--- src/hw/spm_entry_pkg.sv ---
package spm_entry_pkg;
   localparam int unsigned clk_period_ns = 100; // core clock period
   localparam int unsigned wait1_ns = 1000; // first wait interval
   localparam int unsigned wait2_ns = 100000; // second wait window
   localparam int unsigned wait1_cycles = (wait1_ns + clk_period_ns - 1) / clk_period_ns;
   localparam int unsigned wait2_cycles = wait2_ns / clk_period_ns;
   localparam int unsigned addr_w = 20; // flash byte address width
   localparam logic [19:0] loader_base = 20'h040c0; // loader region start
   localparam logic [19:0] loader_kb_default = 20'h00001; // n kilobytes
   localparam logic [19:0] subvec_lo = 20'h04080; // subroutine vectors
   localparam logic [19:0] subvec_hi = 20'h040bf;
   localparam logic [19:0] fixed_hi = 20'h057ff; // fixed user region end
   localparam logic [19:0] reset_vec = 20'h04000; // native reset vector
   localparam logic [19:0] reset_jump = 20'h05808; // redirected reset slot
   localparam logic [19:0] irq_vec_lo = 20'h04004; // first interrupt vector
   localparam logic [19:0] irq_vec_hi = 20'h04078; // last interrupt vector
   localparam logic [19:0] irq_jump_lo = 20'h0580c; // first redirected slot
   localparam logic [19:0] irq_jump_hi = 20'h05880; // last redirected slot
   localparam int unsigned cnt_w = 16; // wait counter width
   typedef enum logic [5:0] {
      st_idle = 6'h01, // waiting for reset start
      st_check1 = 6'h02, // first level check
      st_wait1 = 6'h04, // first wait interval
      st_check2 = 6'h08, // second level check
      st_wait2 = 6'h10, // waiting for both pins high
      st_prog = 6'h20 // programming mode active
   } entry_state_e;
endpackage

--- src/hw/spm_entry.sv ---
`timescale 1ns/100ps
module spm_entry #(
   parameter int unsigned wait1_cyc = spm_entry_pkg::wait1_cycles, // first wait interval in cycles
   parameter int unsigned wait2_cyc = spm_entry_pkg::wait2_cycles, // second wait window in cycles
   parameter logic [19:0] loader_kb = spm_entry_pkg::loader_kb_default // loader size in kilobytes
) (
   input wire logic i_core_clk,
   input wire logic i_resetn,
   input wire logic i_reset_start, // one-cycle pulse: loader began after reset
   input wire logic i_sync_serial_clock_pin, // writer clock pin, async
   input wire logic i_sync_serial_data_pin, // writer data pin, async
   input wire logic i_busy, // programming engine is busy
   input wire logic i_parallel_writer, // access comes from a parallel writer
   input wire logic i_software_lock, // loader software enforces protection
   input wire logic i_ew_req, // erase/write request pulse
   input wire logic [19:0] i_ew_addr, // erase/write target address
   input wire logic i_vec_fetch, // vector fetch request pulse
   input wire logic [19:0] i_vec_addr, // native vector address
   output logic o_prog_mode, // serial programming mode active
   output logic o_user_run, // control passed to user program
   output logic o_serial2_sel, // second serial interface owned by writer
   output logic o_busy_output_pin, // busy toward writer
   output logic o_busy_output_pin_oe, // busy pin driven
   output logic o_ew_grant, // erase/write accepted pulse
   output logic o_ew_deny, // erase/write refused pulse
   output logic o_vec_valid, // redirected vector valid pulse
   output logic [19:0] o_vec_addr // redirected vector address
);
   typedef struct packed {
      logic [1:0] clk_sync; // clock pin synchroniser
      logic [1:0] dat_sync; // data pin synchroniser
      spm_entry_pkg::entry_state_e state; // entry sequencer
      logic [spm_entry_pkg::cnt_w-1:0] cnt; // wait counter
      logic prog_mode;
      logic user_run;
      logic busy;
      logic busy_oe;
      logic ew_grant;
      logic ew_deny;
      logic vec_valid;
      logic [19:0] vec_addr;
   } state_s;

   state_s cur, next_cur;
   logic levels_ok; // data low, clock high
   logic both_high;
   logic [19:0] loader_end; // first address past the loader
   logic in_loader, in_subvec, in_fixed, blocked;

   // decoded pin levels, only from the second synchroniser stage
   // a data pin held low with the clock pin high at a start is read as an attached writer
   assign levels_ok = ~cur.dat_sync[1] & cur.clk_sync[1];
   assign both_high = cur.dat_sync[1] & cur.clk_sync[1];
   assign loader_end = spm_entry_pkg::loader_base + {loader_kb[9:0], 10'h000};

   // region decode for erase/write protection
   always_comb begin
      in_loader = (i_ew_addr >= spm_entry_pkg::loader_base) && (i_ew_addr < loader_end);
      in_subvec = (i_ew_addr >= spm_entry_pkg::subvec_lo) && (i_ew_addr <= spm_entry_pkg::subvec_hi);
      in_fixed = (i_ew_addr >= loader_end) && (i_ew_addr <= spm_entry_pkg::fixed_hi);
      // loader is locked on the serial path even without the software lock; the soft areas need that lock as well
      blocked = (in_loader && !i_parallel_writer)
         || ((in_subvec || in_fixed) && i_software_lock && !i_parallel_writer);
   end

   // next-state logic for sequencer, protection and vector redirect
   always_comb begin
      next_cur = cur;
      next_cur.clk_sync = {cur.clk_sync[0], i_sync_serial_clock_pin};
      next_cur.dat_sync = {cur.dat_sync[0], i_sync_serial_data_pin};
      next_cur.ew_grant = 1'b0;
      next_cur.ew_deny = 1'b0;
      next_cur.vec_valid = 1'b0;
      unique case (cur.state)
         spm_entry_pkg::st_idle: begin
            if (i_reset_start) begin
               next_cur.state = spm_entry_pkg::st_check1;
               next_cur.user_run = 1'b0;
            end
         end
         spm_entry_pkg::st_check1: begin
            if (levels_ok) begin
               next_cur.state = spm_entry_pkg::st_wait1;
               next_cur.cnt = spm_entry_pkg::cnt_w'(wait1_cyc);
            end else begin
               next_cur.state = spm_entry_pkg::st_idle;
               next_cur.user_run = 1'b1;
            end
         end
         spm_entry_pkg::st_wait1: begin
            next_cur.cnt = cur.cnt - 1'b1;
            if (cur.cnt <= spm_entry_pkg::cnt_w'(1)) begin
               next_cur.state = spm_entry_pkg::st_check2;
            end
         end
         spm_entry_pkg::st_check2: begin
            if (levels_ok) begin
               next_cur.state = spm_entry_pkg::st_wait2;
               next_cur.cnt = spm_entry_pkg::cnt_w'(wait2_cyc);
            end else begin
               next_cur.state = spm_entry_pkg::st_idle;
               next_cur.user_run = 1'b1;
            end
         end
         spm_entry_pkg::st_wait2: begin
            next_cur.cnt = cur.cnt - 1'b1;
            if (both_high) begin
               next_cur.state = spm_entry_pkg::st_prog;
               next_cur.prog_mode = 1'b1;
            end else if (cur.cnt <= spm_entry_pkg::cnt_w'(1)) begin
               next_cur.state = spm_entry_pkg::st_idle;
               next_cur.user_run = 1'b1;
            end
         end
         spm_entry_pkg::st_prog: begin
            // stays until the next reset; a reset start rechecks the pins
            if (i_reset_start) begin
               next_cur.state = spm_entry_pkg::st_check1;
               next_cur.prog_mode = 1'b0;
            end
         end
      endcase
      // busy pin only driven while the writer owns the link
      next_cur.busy_oe = next_cur.prog_mode;
      next_cur.busy = next_cur.prog_mode & i_busy;
      if (i_ew_req) begin
         next_cur.ew_grant = !blocked;
         next_cur.ew_deny = blocked;
      end
      // redirect native vectors into the user jump slots, offset kept
      if (i_vec_fetch) begin
         next_cur.vec_valid = 1'b1;
         if (i_vec_addr == spm_entry_pkg::reset_vec) begin
            next_cur.vec_addr = spm_entry_pkg::reset_jump;
         end else if (i_vec_addr >= spm_entry_pkg::irq_vec_lo && i_vec_addr <= spm_entry_pkg::irq_vec_hi) begin
            next_cur.vec_addr = i_vec_addr - spm_entry_pkg::irq_vec_lo + spm_entry_pkg::irq_jump_lo;
         end else begin
            next_cur.vec_addr = i_vec_addr;
         end
      end
   end

   // single state register, synchronous active-low reset
   always_ff @(posedge i_core_clk) begin
      if (!i_resetn) begin
         // while the writer holds reset the block sits in its reset image
         cur <= '0;
         cur.state <= spm_entry_pkg::st_idle;
      end else begin
         cur <= next_cur;
      end
   end

   assign o_prog_mode = cur.prog_mode;
   assign o_user_run = cur.user_run;
   assign o_serial2_sel = cur.prog_mode;
   assign o_busy_output_pin = cur.busy;
   assign o_busy_output_pin_oe = cur.busy_oe;
   assign o_ew_grant = cur.ew_grant;
   assign o_ew_deny = cur.ew_deny;
   assign o_vec_valid = cur.vec_valid;
   assign o_vec_addr = cur.vec_addr;
endmodule // spm_entry

--- config.mk ---
export PLATFORM = sky130hd
export DESIGN_NAME = spm_entry
export DESIGN_NICKNAME = d
export VERILOG_FILES = /design/src/hw/spm_entry_pkg.sv /design/src/hw/spm_entry.sv
export SDC_FILE = /design/constraint.sdc
export NUM_CORES = 1
export LEC_CHECK = 0
export BUFFER_PORTS_ARGS = -buffer_cell sky130_fd_sc_hd__clkbuf_2
export CORE_UTILIZATION = 48
export DETAILED_ROUTE_END_ITERATION = 10
export HOLD_SLACK_MARGIN = 0.03
export PLACE_DENSITY_LB_ADDON = 0.12
export REMOVE_ABC_BUFFERS = 1
export SLEW_MARGIN = 25
export SYNTH_ARGS = -nofsm -noshare
export SYNTH_HDL_FRONTEND = slang
export SYNTH_SLANG_ARGS = --single-unit
export TNS_END_PERCENT = 50
--- constraint.sdc ---
create_clock -name i_core_clk -period 5.8 [get_ports i_core_clk]
set_input_delay 1.74 -clock i_core_clk [delete_from_list [all_inputs] [get_ports i_core_clk]]
set_output_delay 1.74 -clock i_core_clk [all_outputs]
set_load 0.02 [all_outputs]
## Yosys cells after proc, flatten, opt, wreduce, memory -nomap -nowiden

Index checks and enable logic that the tools add are counted.

- Input port bits: 50
- Output and inout port bits: 28
- Logic and storage cells: 84
- Register bits after elaboration: 52

- Reductions and logical operators: 20
- Equal/unequal tests: 16
- Bitwise logic cells: 4
- Magnitude comparators: 9
- Mux-type cells: 21
- Add/sub/neg operators: 3

Operator list:

| operator | count |
|---|---|
| $ge 20x15->1 const B | 4 |
| $le 20x15->1 const B | 3 |
| $pmux 16 s3 | 1 |
| $mux 20 | 2 |
| $mux 16 | 2 |
| $pmux 6 s5 | 1 |
| $mux 6 | 4 |
| $mux 21 | 1 |
| $add 20x15->20 const B | 1 |
| $eq 20x15->1 const B | 1 |
| $lt 20x15->1 const B | 1 |
| $sub 20x15->20 const B | 1 |
| $le 16x1->1 const B | 1 |
| $sub 16x1->16 const B | 1 |
| $ne 2x2->1 const B | 7 |
| $logic_and 1x1->1 | 7 |
| $eq 6x1->1 const B | 1 |
| $eq 6x2->1 const B | 1 |
| $eq 6x3->1 const B | 1 |
| $eq 6x4->1 const B | 1 |
| $eq 6x5->1 const B | 1 |
| $eq 6x6->1 const B | 1 |
| $mux 1 | 6 |
| $reduce_and 3->1 | 2 |
| 14 further kinds | 21 |

## Longest topological paths before layout

Gate-level depths: netlist of run 1.

- Depth in word-level cells: 7
- Depth in mapped cells: 8
- Mapped depth without buffers: 8

## Worst setup path before layout of run 1

No wires, ideal clock.

- Kind: input -> register
- Start: input i_vec_addr[15]
- End: register cur (netlist bit o_vec_addr[11])
- Stages on the path: 6
- Setup slack: 2.618 ns
- Arrival time: 3.064 ns
- Data required time: 5.681 ns
- Path through: or4b_1 > a31o_1 > a2bb2oi_2 > a21o_2 > nand2_1 > o221a_2

- Word-level cells in the longest chain between the ends: 4
- Elaborated cells on any way between the ends: 6
- Classes of those cells: 2 x order compare; 1 x eq/ne; 2 x mux; 1 x reduce/logical

Ends and longest elaborated chain:

| what | line | RTL |
|---|---|---|
| start, declared | spm_entry.sv:18 | `input wire logic [19:0] i_vec_addr,` |
| $ge 20x15->1 or $le 20x15->1 (tied branches) | spm_entry.sv:135 | `end else if (i_vec_addr >= spm_entry_pkg::irq_vec_lo && i_vec_addr <= spm_entry_pkg::irq_vec_hi) begin` |
| $logic_and 1x1->1 | spm_entry.sv:135 |  |
| $mux 20 | spm_entry.sv:135 |  |
| $mux 20 * | spm_entry.sv:133 | `if (i_vec_addr == spm_entry_pkg::reset_vec) begin` |
| end signal, assigned | spm_entry.sv:150 | `cur <= next_cur;` |
| end, declared | spm_entry.sv:44 | `state_s cur, next_cur;` |

Mark *: on every way between the ends. The rest lies on a longest branch, timed or not.
A chain may end at the register's enable or synchronous reset.

## Worst setup path in the final report of run 1

- Start: input i_vec_addr[15]
- End: register cur (netlist bit o_vec_addr[6])

Same word-level chain as after synthesis.

==> flow_metrics.tcl, run 1 <==
set metrics [dict create \
    dieArea_um2 6170 \
    yosys.area.top_type "dfxtp_1" \
    synth_compound_area_frac 0.182 \
    critical_path_arrival_ns 3.40 \
    fin_nets 423 \
    placed_area_um2 3050 \
    wl_um 5580 \
    cts_root_buf "clkbuf_8" \
    first_pass_iters 4 \
    clk_latency_ns 0.30 \
    crit_top_cell "o21a_1" \
    rows 27 \
    port_buffers 71 \
    io_pins 78 \
    postLayoutCellArea_um2 3160 \
    critical_path_class "in2reg" \
    synth_top_family_by_area "simple AND/OR/NAND/NOR gates" \
    skew_ns 0.0149 \
    synth-xor-area-share 0.0374 \
    p_total_w 0.000744 \
    p_leak_nw 1.32 \
    vias 2355 \
    worstMarginPinSlew_ns 0.801 \
    ys_seq_elements 52 \
    syn_inst 324 \
    yosysSeqAreaShare 0.370 \
    ant_nets 0 \
    gr-total-overflow 0 \
    cp_max_fo 15 \
    hold_viol 0 \
    yosysUniqueCellTypes 56 \
    setup_viol 0 \
    cts_resized 0 \
    core_um2 5570 \
    synth_warnings 0 \
    antenna_found_initial 0 \
    die_h_um 78.5 \
    gp_congestion 0.766 \
    tns_ns 0 \
    place_hpwl_um 4040 \
    layout_min_cycle_time_ns 3.20 \
    critical_path.cell_chain "clkbuf_2 -> nor4b_1 -> nand4_1 -> o21a_1 -> o21a_1 -> o211a_1" \
    cp-end-kind "flip-flop" \
    postCtsSetupRepairBufs 0 \
    dp_slack_ns 2.31 \
    rsz0062_at_grt "no" \
    yosysTopAreaCellShare 0.370 \
    power_density_nw_per_um2 235 \
    final_cell_mix "71 x clkbuf_2, 52 x dfxtp_1, 35 x nor2b_1, 26 x nor2_1, 22 x nand2_1" \
    grt_pass1_wl_um 9600 \
    max_cap_violations 0 \
    start_kind "primary input" \
    final_common_cell "clkbuf_2" \
    clk_pin_slew_ns 0.09 \
    synth_edf_count 0 \
    ctsHoldBuffers 0 \
    status "completed" \
    grt_usage 0.191 \
    ctsLongestPathBuffers 2 \
    critical_path.slowest_cell "nor4b_1" \
    hold_path.class "reg2reg" \
    critPathRequiredTime_ns 6.00 \
    synth.avg_cell_area_um2 8.68 \
    antenna_cells 0 \
    max_stage_delay_ns 0.44 \
    htreeDepth 2 \
    grt_pass1_vias 2198 \
    final-max-slew-violation-count 0 \
    post_drt_wl_per_cell_um 12.6 \
    fmax_mhz 313 \
    clock_sinks 52 \
    yosys-top-cells-area "dfxtp_1 37%, nor2b_1 7.8%, buf_4 5.9%" \
    fp.dieW_um 78.5 \
    final_core_util 0.567 \
    drive_above_1_share 0.259 \
    avgViaCountPerCell 5.32 \
    cts_tree "yes" \
    drc_errors 0 \
    cts_buffers 5 \
    ys.flop_type "dfxtp_1" \
    initialDrtViolationCount 96 \
    synth-simple-area-share 0.296 \
    critPathTopFamily "compound AO/OA/AOI/OAI gates" \
    synthMuxAreaShare 0.0142 \
    synth_area_um2 2810 \
    area_delta_synth_final_pct 12.5 \
    maxSlewHeadroom 0.466 \
    start_util 0.504 \
    cp_num_buf_inv 1 \
    synth_fa_ha_area_frac 0.0134 \
    peakVddDrop_v 0.000154 \
    fin_crit_sh 0.551 \
    fin_ws_ns 2.60 \
    grt_max_degree 44 \
    async_flop_share 0 \
]
where the power goes:
| group | leakage (nW) | internal [W] | switching [W] |
|---|---|---|---|
| registers | 0.425 | 0.000371 | 0.0000107 |
| clock network | 0.0541 | 0.000128 | 0.000122 |
| logic | 0.844 | 0.0000477 | 0.0000653 |
| total | 1.32 | 0.000546 | 0.000198 |
path summary, 6_finish.rpt:
path / startpoint / endpoint / slack [ns] / cells after the start
min: cur[51]$_SDFF_PN0_ / cur[52]$_SDFF_PN0_ / 0.44 / 1
max: i_vec_addr[15] / o_vec_addr[6]$_SDFFE_PN0P_ / 2.60 / 6
min reg2reg: cur[51]$_SDFF_PN0_ / cur[52]$_SDFF_PN0_ / 0.44 / 1
max reg2reg: cur[45]$_SDFFE_PN0P_ / cur[38]$_SDFFE_PN0P_ / 3.31 / 6
cells by family after synthesis:
group | after synthesis
flops | 52
fa+ha+maj | 3
xor+xnor | 12
buf+inv | 42
mux | 4
compound gates | 74
simple gates | 137
registers in the layout, summed over array words and instances, names as in the netlist:
signal	flops
cur	26
o_vec_addr	20
o_busy_output_pin	1
o_busy_output_pin_oe	1
o_ew_deny	1
o_ew_grant	1
o_user_run	1
o_vec_valid	1
layer usage:
layer / up-vias / track usage / part of all wire
li1: 1224 / - / -
met1: 1071 / 0.256 / 0.50
met2: 54 / 0.311 / 0.45
met3: 6 / 0.0372 / 0.046
met4: 0 / 0.0556 / 0.0091
met5: - / 0 / 0
synthesized netlist by cell type (3+ instances only):
library cell	instances
dfxtp_1	52
nor2b_1	35
nor2_1	26
buf_4	22
nand2_1	22
a21oi_1	16
o21ai_0	15
inv_1	10
nand3_1	8
clkbuf_1	7
and2_1	6
nand4_1	6
xnor2_1	6
xor2_1	6
a22oi_1	5
nor3_1	5
nor4_1	5
a21boi_0	4
mux2i_1	4
o21a_1	4
o21ai_1	4
a21boi_1	3
buf_2	3
ha_1	3
o211a_1	3
o22ai_1	3
final cells by class:
type                            count  area (µm²)
Multi-Input combinational cell    230        1530
Sequential cell                    52        1040
Clock inverter                      3        42.5
Tap cell                           72        90.1
Clock buffer                        5        68.8
Inverter                           10        37.5
Fill cell                         532        2410
Timing Repair Buffer               71         355
stage by stage:
| stage | hold WS [ns] | std cells |
|---|---|---|
| finish | 0.437 | 443 |
| global placement | 0.416 | 435 |
| global route | 0.449 | 443 |
| detailed placement | 0.421 | 435 |
| floorplan | 0.412 | 292 |
| CTS | 0.443 | 443 |
Note: power is estimated with default switching activity, not from simulation.
==> run 2: changes to the inputs <==
--- a/config.mk
+++ b/config.mk
@@ -6,7 +6,7 @@
 export NUM_CORES = 1
 export LEC_CHECK = 0
 export BUFFER_PORTS_ARGS = -buffer_cell sky130_fd_sc_hd__clkbuf_2
-export CORE_UTILIZATION = 48
+export CORE_UTILIZATION = 47
 export DETAILED_ROUTE_END_ITERATION = 10
 export HOLD_SLACK_MARGIN = 0.03
 export PLACE_DENSITY_LB_ADDON = 0.12
==> constraint.sdc (replaced) <==
create_clock -name i_core_clk -period 2.7 [get_ports i_core_clk]
set_input_delay 0.81 -clock i_core_clk [delete_from_list [all_inputs] [get_ports i_core_clk]]
set_output_delay 0.81 -clock i_core_clk [all_outputs]
set_load 0.02 [all_outputs]
==> flow_metrics.tcl, run 2 (synthesized netlist as in run 1, its figures left out) <==
set metrics [dict create \
    status "completed" \
    rows 27 \
    cts_root_buf "clkbuf_8" \
    io_pins 78 \
    hold_path.class "reg2reg" \
    p_leak_nw 1.34 \
    setup_viol 0 \
    worstMarginPinSlew_ns 0.696 \
    reg2reg_from "cur[33]$_SDFFE_PN0P_" \
    core_um2 5640 \
    max_cap_violations 0 \
    netSwitchingPower_w 0.000439 \
    place_hpwl_um 4280 \
    worstHoldStart "cur[49]$_SDFF_PN0_" \
    port_buffers 71 \
    fillers 535 \
    power_density_nw_per_um2 479 \
    gr-total-overflow 0 \
    ant_nets 0 \
    critPathTopFamily "compound AO/OA/AOI/OAI gates" \
    dp_cells 441 \
    power_frac_seq 0.537 \
    grt_pass1_wl_um 9650 \
    tns_ns 0 \
    gp_congestion 0.809 \
    critPathRequiredTime_ns 2.91 \
    p_clk_frac 0.301 \
    grt_max_degree 21 \
    critical_path_class "in2reg" \
    vias 2359 \
    grt_pass1_vias 2207 \
    grt_usage 0.191 \
    wl_um 5640 \
    pwr-share-comb 0.162 \
    clock_sinks 52 \
    avgViaCountPerCell 5.25 \
    drive_above_1_share 0.271 \
    fin_cells 449 \
    max_stage_delay_ns 0.56 \
    final_cell_mix "71 x clkbuf_2, 52 x dfxtp_1, 35 x nor2b_1, 26 x nor2_1, 22 x nand2_1" \
    cp_num_buf_inv 1 \
    cp-end-kind "flip-flop" \
    hold_viol 0 \
    ctsLongestPathBuffers 2 \
    cts_tree "yes" \
    critical_path.cell_chain "clkbuf_2 -> or4b_1 -> a31o_1 -> a2bb2oi_2 -> a21o_2 -> nand2_1 -> o221a_2" \
    antenna_cells 0 \
    start_util 0.498 \
    critical_path_arrival_ns 2.38 \
    fin_nets 429 \
    r2r_slack_ns 0.69 \
    fin_crit_sh 0.802 \
    htreeDepth 2 \
    crit_start "i_vec_addr[15]" \
    internal-power_w 0.00109 \
    clk_pin_slew_ns 0.10 \
    dieArea_um2 6290 \
    fp.dieW_um 79.3 \
    postCtsSetupRepairBufs 0 \
    peakVddDrop_v 0.000290 \
    drc_errors 0 \
    first_pass_iters 4 \
    top_register "cur" \
    ctsHoldBuffers 0 \
    clk_latency_ns 0.31 \
    largest_reg_flops 26 \
    fmax_mhz 462 \
    antenna_found_initial 0 \
    area_delta_synth_final_pct 13.4 \
    initialDrtViolationCount 95 \
    die_h_um 79.3 \
    skew_ns 0.00869 \
    critical_path.slowest_cell "or4b_1" \
    cts_buffers 5 \
    swShare 0.288 \
    start_kind "primary input" \
    rsz0062_at_grt "no" \
    final-max-slew-violation-count 0 \
    cp_max_fo 5 \
    cts_resized 0 \
    post_drt_wl_per_cell_um 12.6 \
    final_common_cell "clkbuf_2" \
    layout_min_cycle_time_ns 2.17 \
    maxSlewHeadroom 0.532 \
]
run 2: cell types whose count changed in the layout (fill, tap and decap cells not counted):
cell / delta
clkinv_4: +1
clkinv_2: -1
buf_4: +6
bufinv_16: -1
clkinvlp_4: +1
run 2: final timing paths:
check                                              endpoint  cells after the start
worst max-delay path            o_vec_addr[11]$_SDFFE_PN0P_                      7
worst min-delay path                     cur[50]$_SDFF_PN0_                      1
worst max register to register         cur[43]$_SDFFE_PN1P_                      5
worst min register to register           cur[50]$_SDFF_PN0_                      1
run 2: layout make-up:
class / count / area (µm²) / share of cell area
sequential: 52 / 1040 / 0.327
tap: 72 / 90.1 / 0.0283
inverter: 10 / 37.5 / 0.0118
multi-input combinational: 230 / 1530 / 0.479
timing repair buffer: 77 / 400 / 0.126
clock inverter: 3 / 23.8 / 0.00746
clock buffer: 5 / 68.8 / 0.0216
run 2: through the flow:
step,cell area [µm²],hold slack [ns],total power [W],setup WS (ns),utilization
finish,3190,0.447,0.00153,0.533,0.565
global route,3190,0.474,0.00160,0.360,0.565
CTS,3190,0.451,0.00155,0.543,0.565
detailed placement,3100,0.424,0.00109,0.219,0.549
global placement,3100,0.420,0.00108,0.248,0.549
floorplan,2610,0.412,0.000979,0.444,-
run 2: power by group through the flow:
stage / registers, W / clock network (W) / logic (W)
2_1_floorplan: 0.000858 / 0 / 0.000121
3_3_place_gp: 0.000836 / 0 / 0.000246
3_5_place_dp: 0.000837 / 0 / 0.000249
4_1_cts: 0.000820 / 0.000477 / 0.000250
5_1_grt: 0.000825 / 0.000503 / 0.000276
6_report: 0.000819 / 0.000460 / 0.000248
run 2: per-layer routing:
| metal | GRT usage | wire (µm) |
|---|---|---|
| met3 | 0.0483 | 311 |
| met2 | 0.325 | 2610 |
| met4 | 0.0382 | 44 |
| met5 | 0 | 0 |
| met1 | 0.245 | 2680 |
run 2: worst reg2reg max path, stage by stage (launching register included):
cell,delay (ns)
dfxtp_1,0.37
or3_4,0.44
nor4_2,0.27
and4_1,0.32
o22ai_1,0.22
o311ai_1,0.31
==> run 3: changes to the inputs <==
--- a/config.mk
+++ b/config.mk
@@ -5,8 +5,9 @@
 export SDC_FILE = /design/constraint.sdc
 export NUM_CORES = 1
 export LEC_CHECK = 0
+export ABC_AREA = 1
 export BUFFER_PORTS_ARGS = -buffer_cell sky130_fd_sc_hd__clkbuf_2
-export CORE_UTILIZATION = 47
+export CORE_UTILIZATION = 48
 export DETAILED_ROUTE_END_ITERATION = 10
 export HOLD_SLACK_MARGIN = 0.03
 export PLACE_DENSITY_LB_ADDON = 0.12
==> constraint.sdc (replaced) <==
create_clock -name i_core_clk -period 1.93 [get_ports i_core_clk]
set_input_delay 0.579 -clock i_core_clk [delete_from_list [all_inputs] [get_ports i_core_clk]]
set_output_delay 0.579 -clock i_core_clk [all_outputs]
set_load 0.02 [all_outputs]
==> flow_metrics.tcl, run 3 <==
set metrics [dict create \
    clk_pin_slew_ns 0.09 \
    ant_nets 0 \
    first_pass_iters 7 \
    synth_top_family_by_area "simple AND/OR/NAND/NOR gates" \
    grt_pass1_wl_um 10300 \
    antenna_cells 0 \
    seq_area_um2 1040 \
    ctsHoldBuffers 0 \
    largest_reg_flops 26 \
    r2r_slack_ns 0.24 \
    final-max-slew-violation-count 0 \
    antenna_found_initial 0 \
    synth_edf_count 0 \
    hold_slack_ns 0.428 \
    drc_errors 2 \
    critical_path_arrival_ns 1.94 \
    io_pins 78 \
    setup_viol 0 \
    p_leak_nw 1.69 \
    postCtsSetupRepairBufs 0 \
    clock_sinks 52 \
    start_util 0.497 \
    grt_max_degree 16 \
    cts_buffers 5 \
    final_cell_mix "114 x nand2_1, 71 x clkbuf_2, 54 x nor2_1, 52 x dfxtp_1, 50 x inv_1" \
    cts_tree "yes" \
    ctsLongestPathBuffers 2 \
    peakVddDrop_v 0.000342 \
    cts_resized 0 \
    cts_root_buf "clkbuf_8" \
    rows 28 \
    gp_congestion 0.880 \
    multiInputGateArea_um2 1490 \
    worstReg2RegEnd "cur[31]$_SDFFE_PN0P_" \
    htreeDepth 2 \
    wl_um 6260 \
    area_delta_synth_final_pct 15.0 \
    fin_nets 553 \
    synth-simple-area-share 0.368 \
    synth_fa_ha_area_frac 0.0128 \
    fillers 608 \
    clk_latency_ns 0.30 \
    critPathRequiredTime_ns 2.18 \
    synth_compound_area_frac 0.119 \
    crit_start "cur[48]$_SDFFE_PN0P_" \
    final_common_cell "nand2_1" \
    syn_inst 439 \
    rsz0062_at_grt "no" \
    yosys-top-cells-area "dfxtp_1 36%, nand2_1 15%, nor2_1 6.9%" \
    yosysUniqueCellTypes 38 \
    synthMuxAreaShare 0 \
    vias 2828 \
    fin_crit_sh 0.876 \
    tns_ns 0 \
    start_kind "flip-flop" \
    synth-xor-area-share 0.00899 \
    drive_above_1_share 0.220 \
    power_density_nw_per_um2 678 \
    fp.dieW_um 80.0 \
    synthTopCellsByCount "114 x nand2_1, 54 x nor2_1, 52 x dfxtp_1" \
    yosysSeqAreaShare 0.356 \
    critical_path_class "reg2reg" \
    synth_area_um2 2920 \
    hold_path.class "reg2reg" \
    postLayoutCellArea_um2 3360 \
    die_h_um 80.0 \
    yosys.area.top_type "dfxtp_1" \
    place_hpwl_um 4930 \
    violations "design-rule violations" \
    dieArea_um2 6410 \
    placed_area_um2 3270 \
    top_register "cur" \
    synth.avg_cell_area_um2 6.66 \
    grt_usage 0.202 \
    worstMarginPinSlew_ns 0.340 \
    status "finished, violations left" \
    post_drt_wl_per_cell_um 10.9 \
    reg2reg_from "cur[48]$_SDFFE_PN0P_" \
    ys.flop_type "dfxtp_1" \
    initialDrtViolationCount 99 \
    hold_viol 0 \
    ys_seq_elements 52 \
    post-synth-top-count-cell "nand2_1" \
    yosysTopAreaCellShare 0.356 \
    maxSlewHeadroom 0.771 \
    cp_max_fo 8 \
    fmax_mhz 591 \
    avgViaCountPerCell 4.91 \
    max_cap_violations 0 \
    layout_min_cycle_time_ns 1.69 \
    port_buffers 71 \
    gr-total-overflow 0 \
    cp-end-kind "flip-flop" \
    worstSetupEndpoint "cur[31]$_SDFFE_PN0P_" \
    grt_pass1_vias 2427 \
    async_flop_share 0 \
    skew_ns 0.00573 \
    synth_warnings 0 \
    core_um2 5890 \
    reg2reg_depth 9 \
]
run 3: cell count changes after synthesis, sizes merged, moves of 6 or more:
cell and change:
nand3 +21, nor4 -8, nor2b -35, nor2 +32
a21boi -7, inv +41, xnor2 -6, a21oi +24
nand2 +97
run 3: report_power, final:
part           leakage [nW]  switching [W]  total (W)  internal, W
Combinational          1.22       0.000286   0.000480     0.000194
Sequential            0.425      0.0000351    0.00116      0.00112
Clock                0.0445       0.000346   0.000638     0.000292
run 3: worst min-delay path by stage:
stage,from,to,slack (ns),cells past startpoint
after global routing,i_sync_serial_data_pin,cur[49]$_SDFF_PN0_,0.46,3
after CTS,cur[51]$_SDFF_PN0_,cur[52]$_SDFF_PN0_,0.43,2
after detailed placement,cur[51]$_SDFF_PN0_,cur[52]$_SDFF_PN0_,0.41,2
after global placement,cur[49]$_SDFF_PN0_,cur[50]$_SDFF_PN0_,0.39,2
final,cur[51]$_SDFF_PN0_,cur[52]$_SDFF_PN0_,0.43,2
after floorplan,cur[49]$_SDFF_PN0_,cur[50]$_SDFF_PN0_,0.39,2
run 3: final cells by class:
cell class              count  area share
clock buffers               7      0.0257
repair buffers             84       0.135
flip-flops and latches     52       0.310
clock inverters             1     0.00223
well taps                  75      0.0279
multi-input cells         306       0.443
inverters                  51      0.0570
run 3: routing by layer:
layer	part of all wire	up-vias	global-route usage	wire (µm)
met2	0.50	50	0.369	3130
met3	0.034	4	0.0434	215
met1	0.46	1275	0.237	2870
met4	0.0085	0	0.0536	53
li1	-	1499	-	-
met5	0	-	0	0
run 3: worst max-delay path, stage by stage, from the launching register on:
cell and delay, ns:
dfxtp_1 0.35, nor2_4 0.17, nand4_4 0.16, nand2_1 0.13
nand2_1 0.14, nand2_4 0.15, buf_4 0.17, nand3_1 0.10
a21oi_1 0.14, o21a_1 0.13
run 3: cells by family after synthesis:
family / after synthesis
adders and majority gates: 3
DFF: 52
xor gates and xnor gates: 3
AOI/OAI and AO/OA: 64
buffers and inverters: 81
and+or+nand+nor: 236
run 3: per-stage QoR:
step	total power [W]	worst slack (ns)	instances	util
4_1_cts	0.00231	0.225	576	0.571
6_report	0.00228	0.238	576	0.571
3_3_place_gp	0.00165	0.0181	568	0.555
2_1_floorplan	0.00148	0.319	409	-
3_5_place_dp	0.00167	0.0217	568	0.555
5_1_grt	0.00241	0.0753	576	0.571
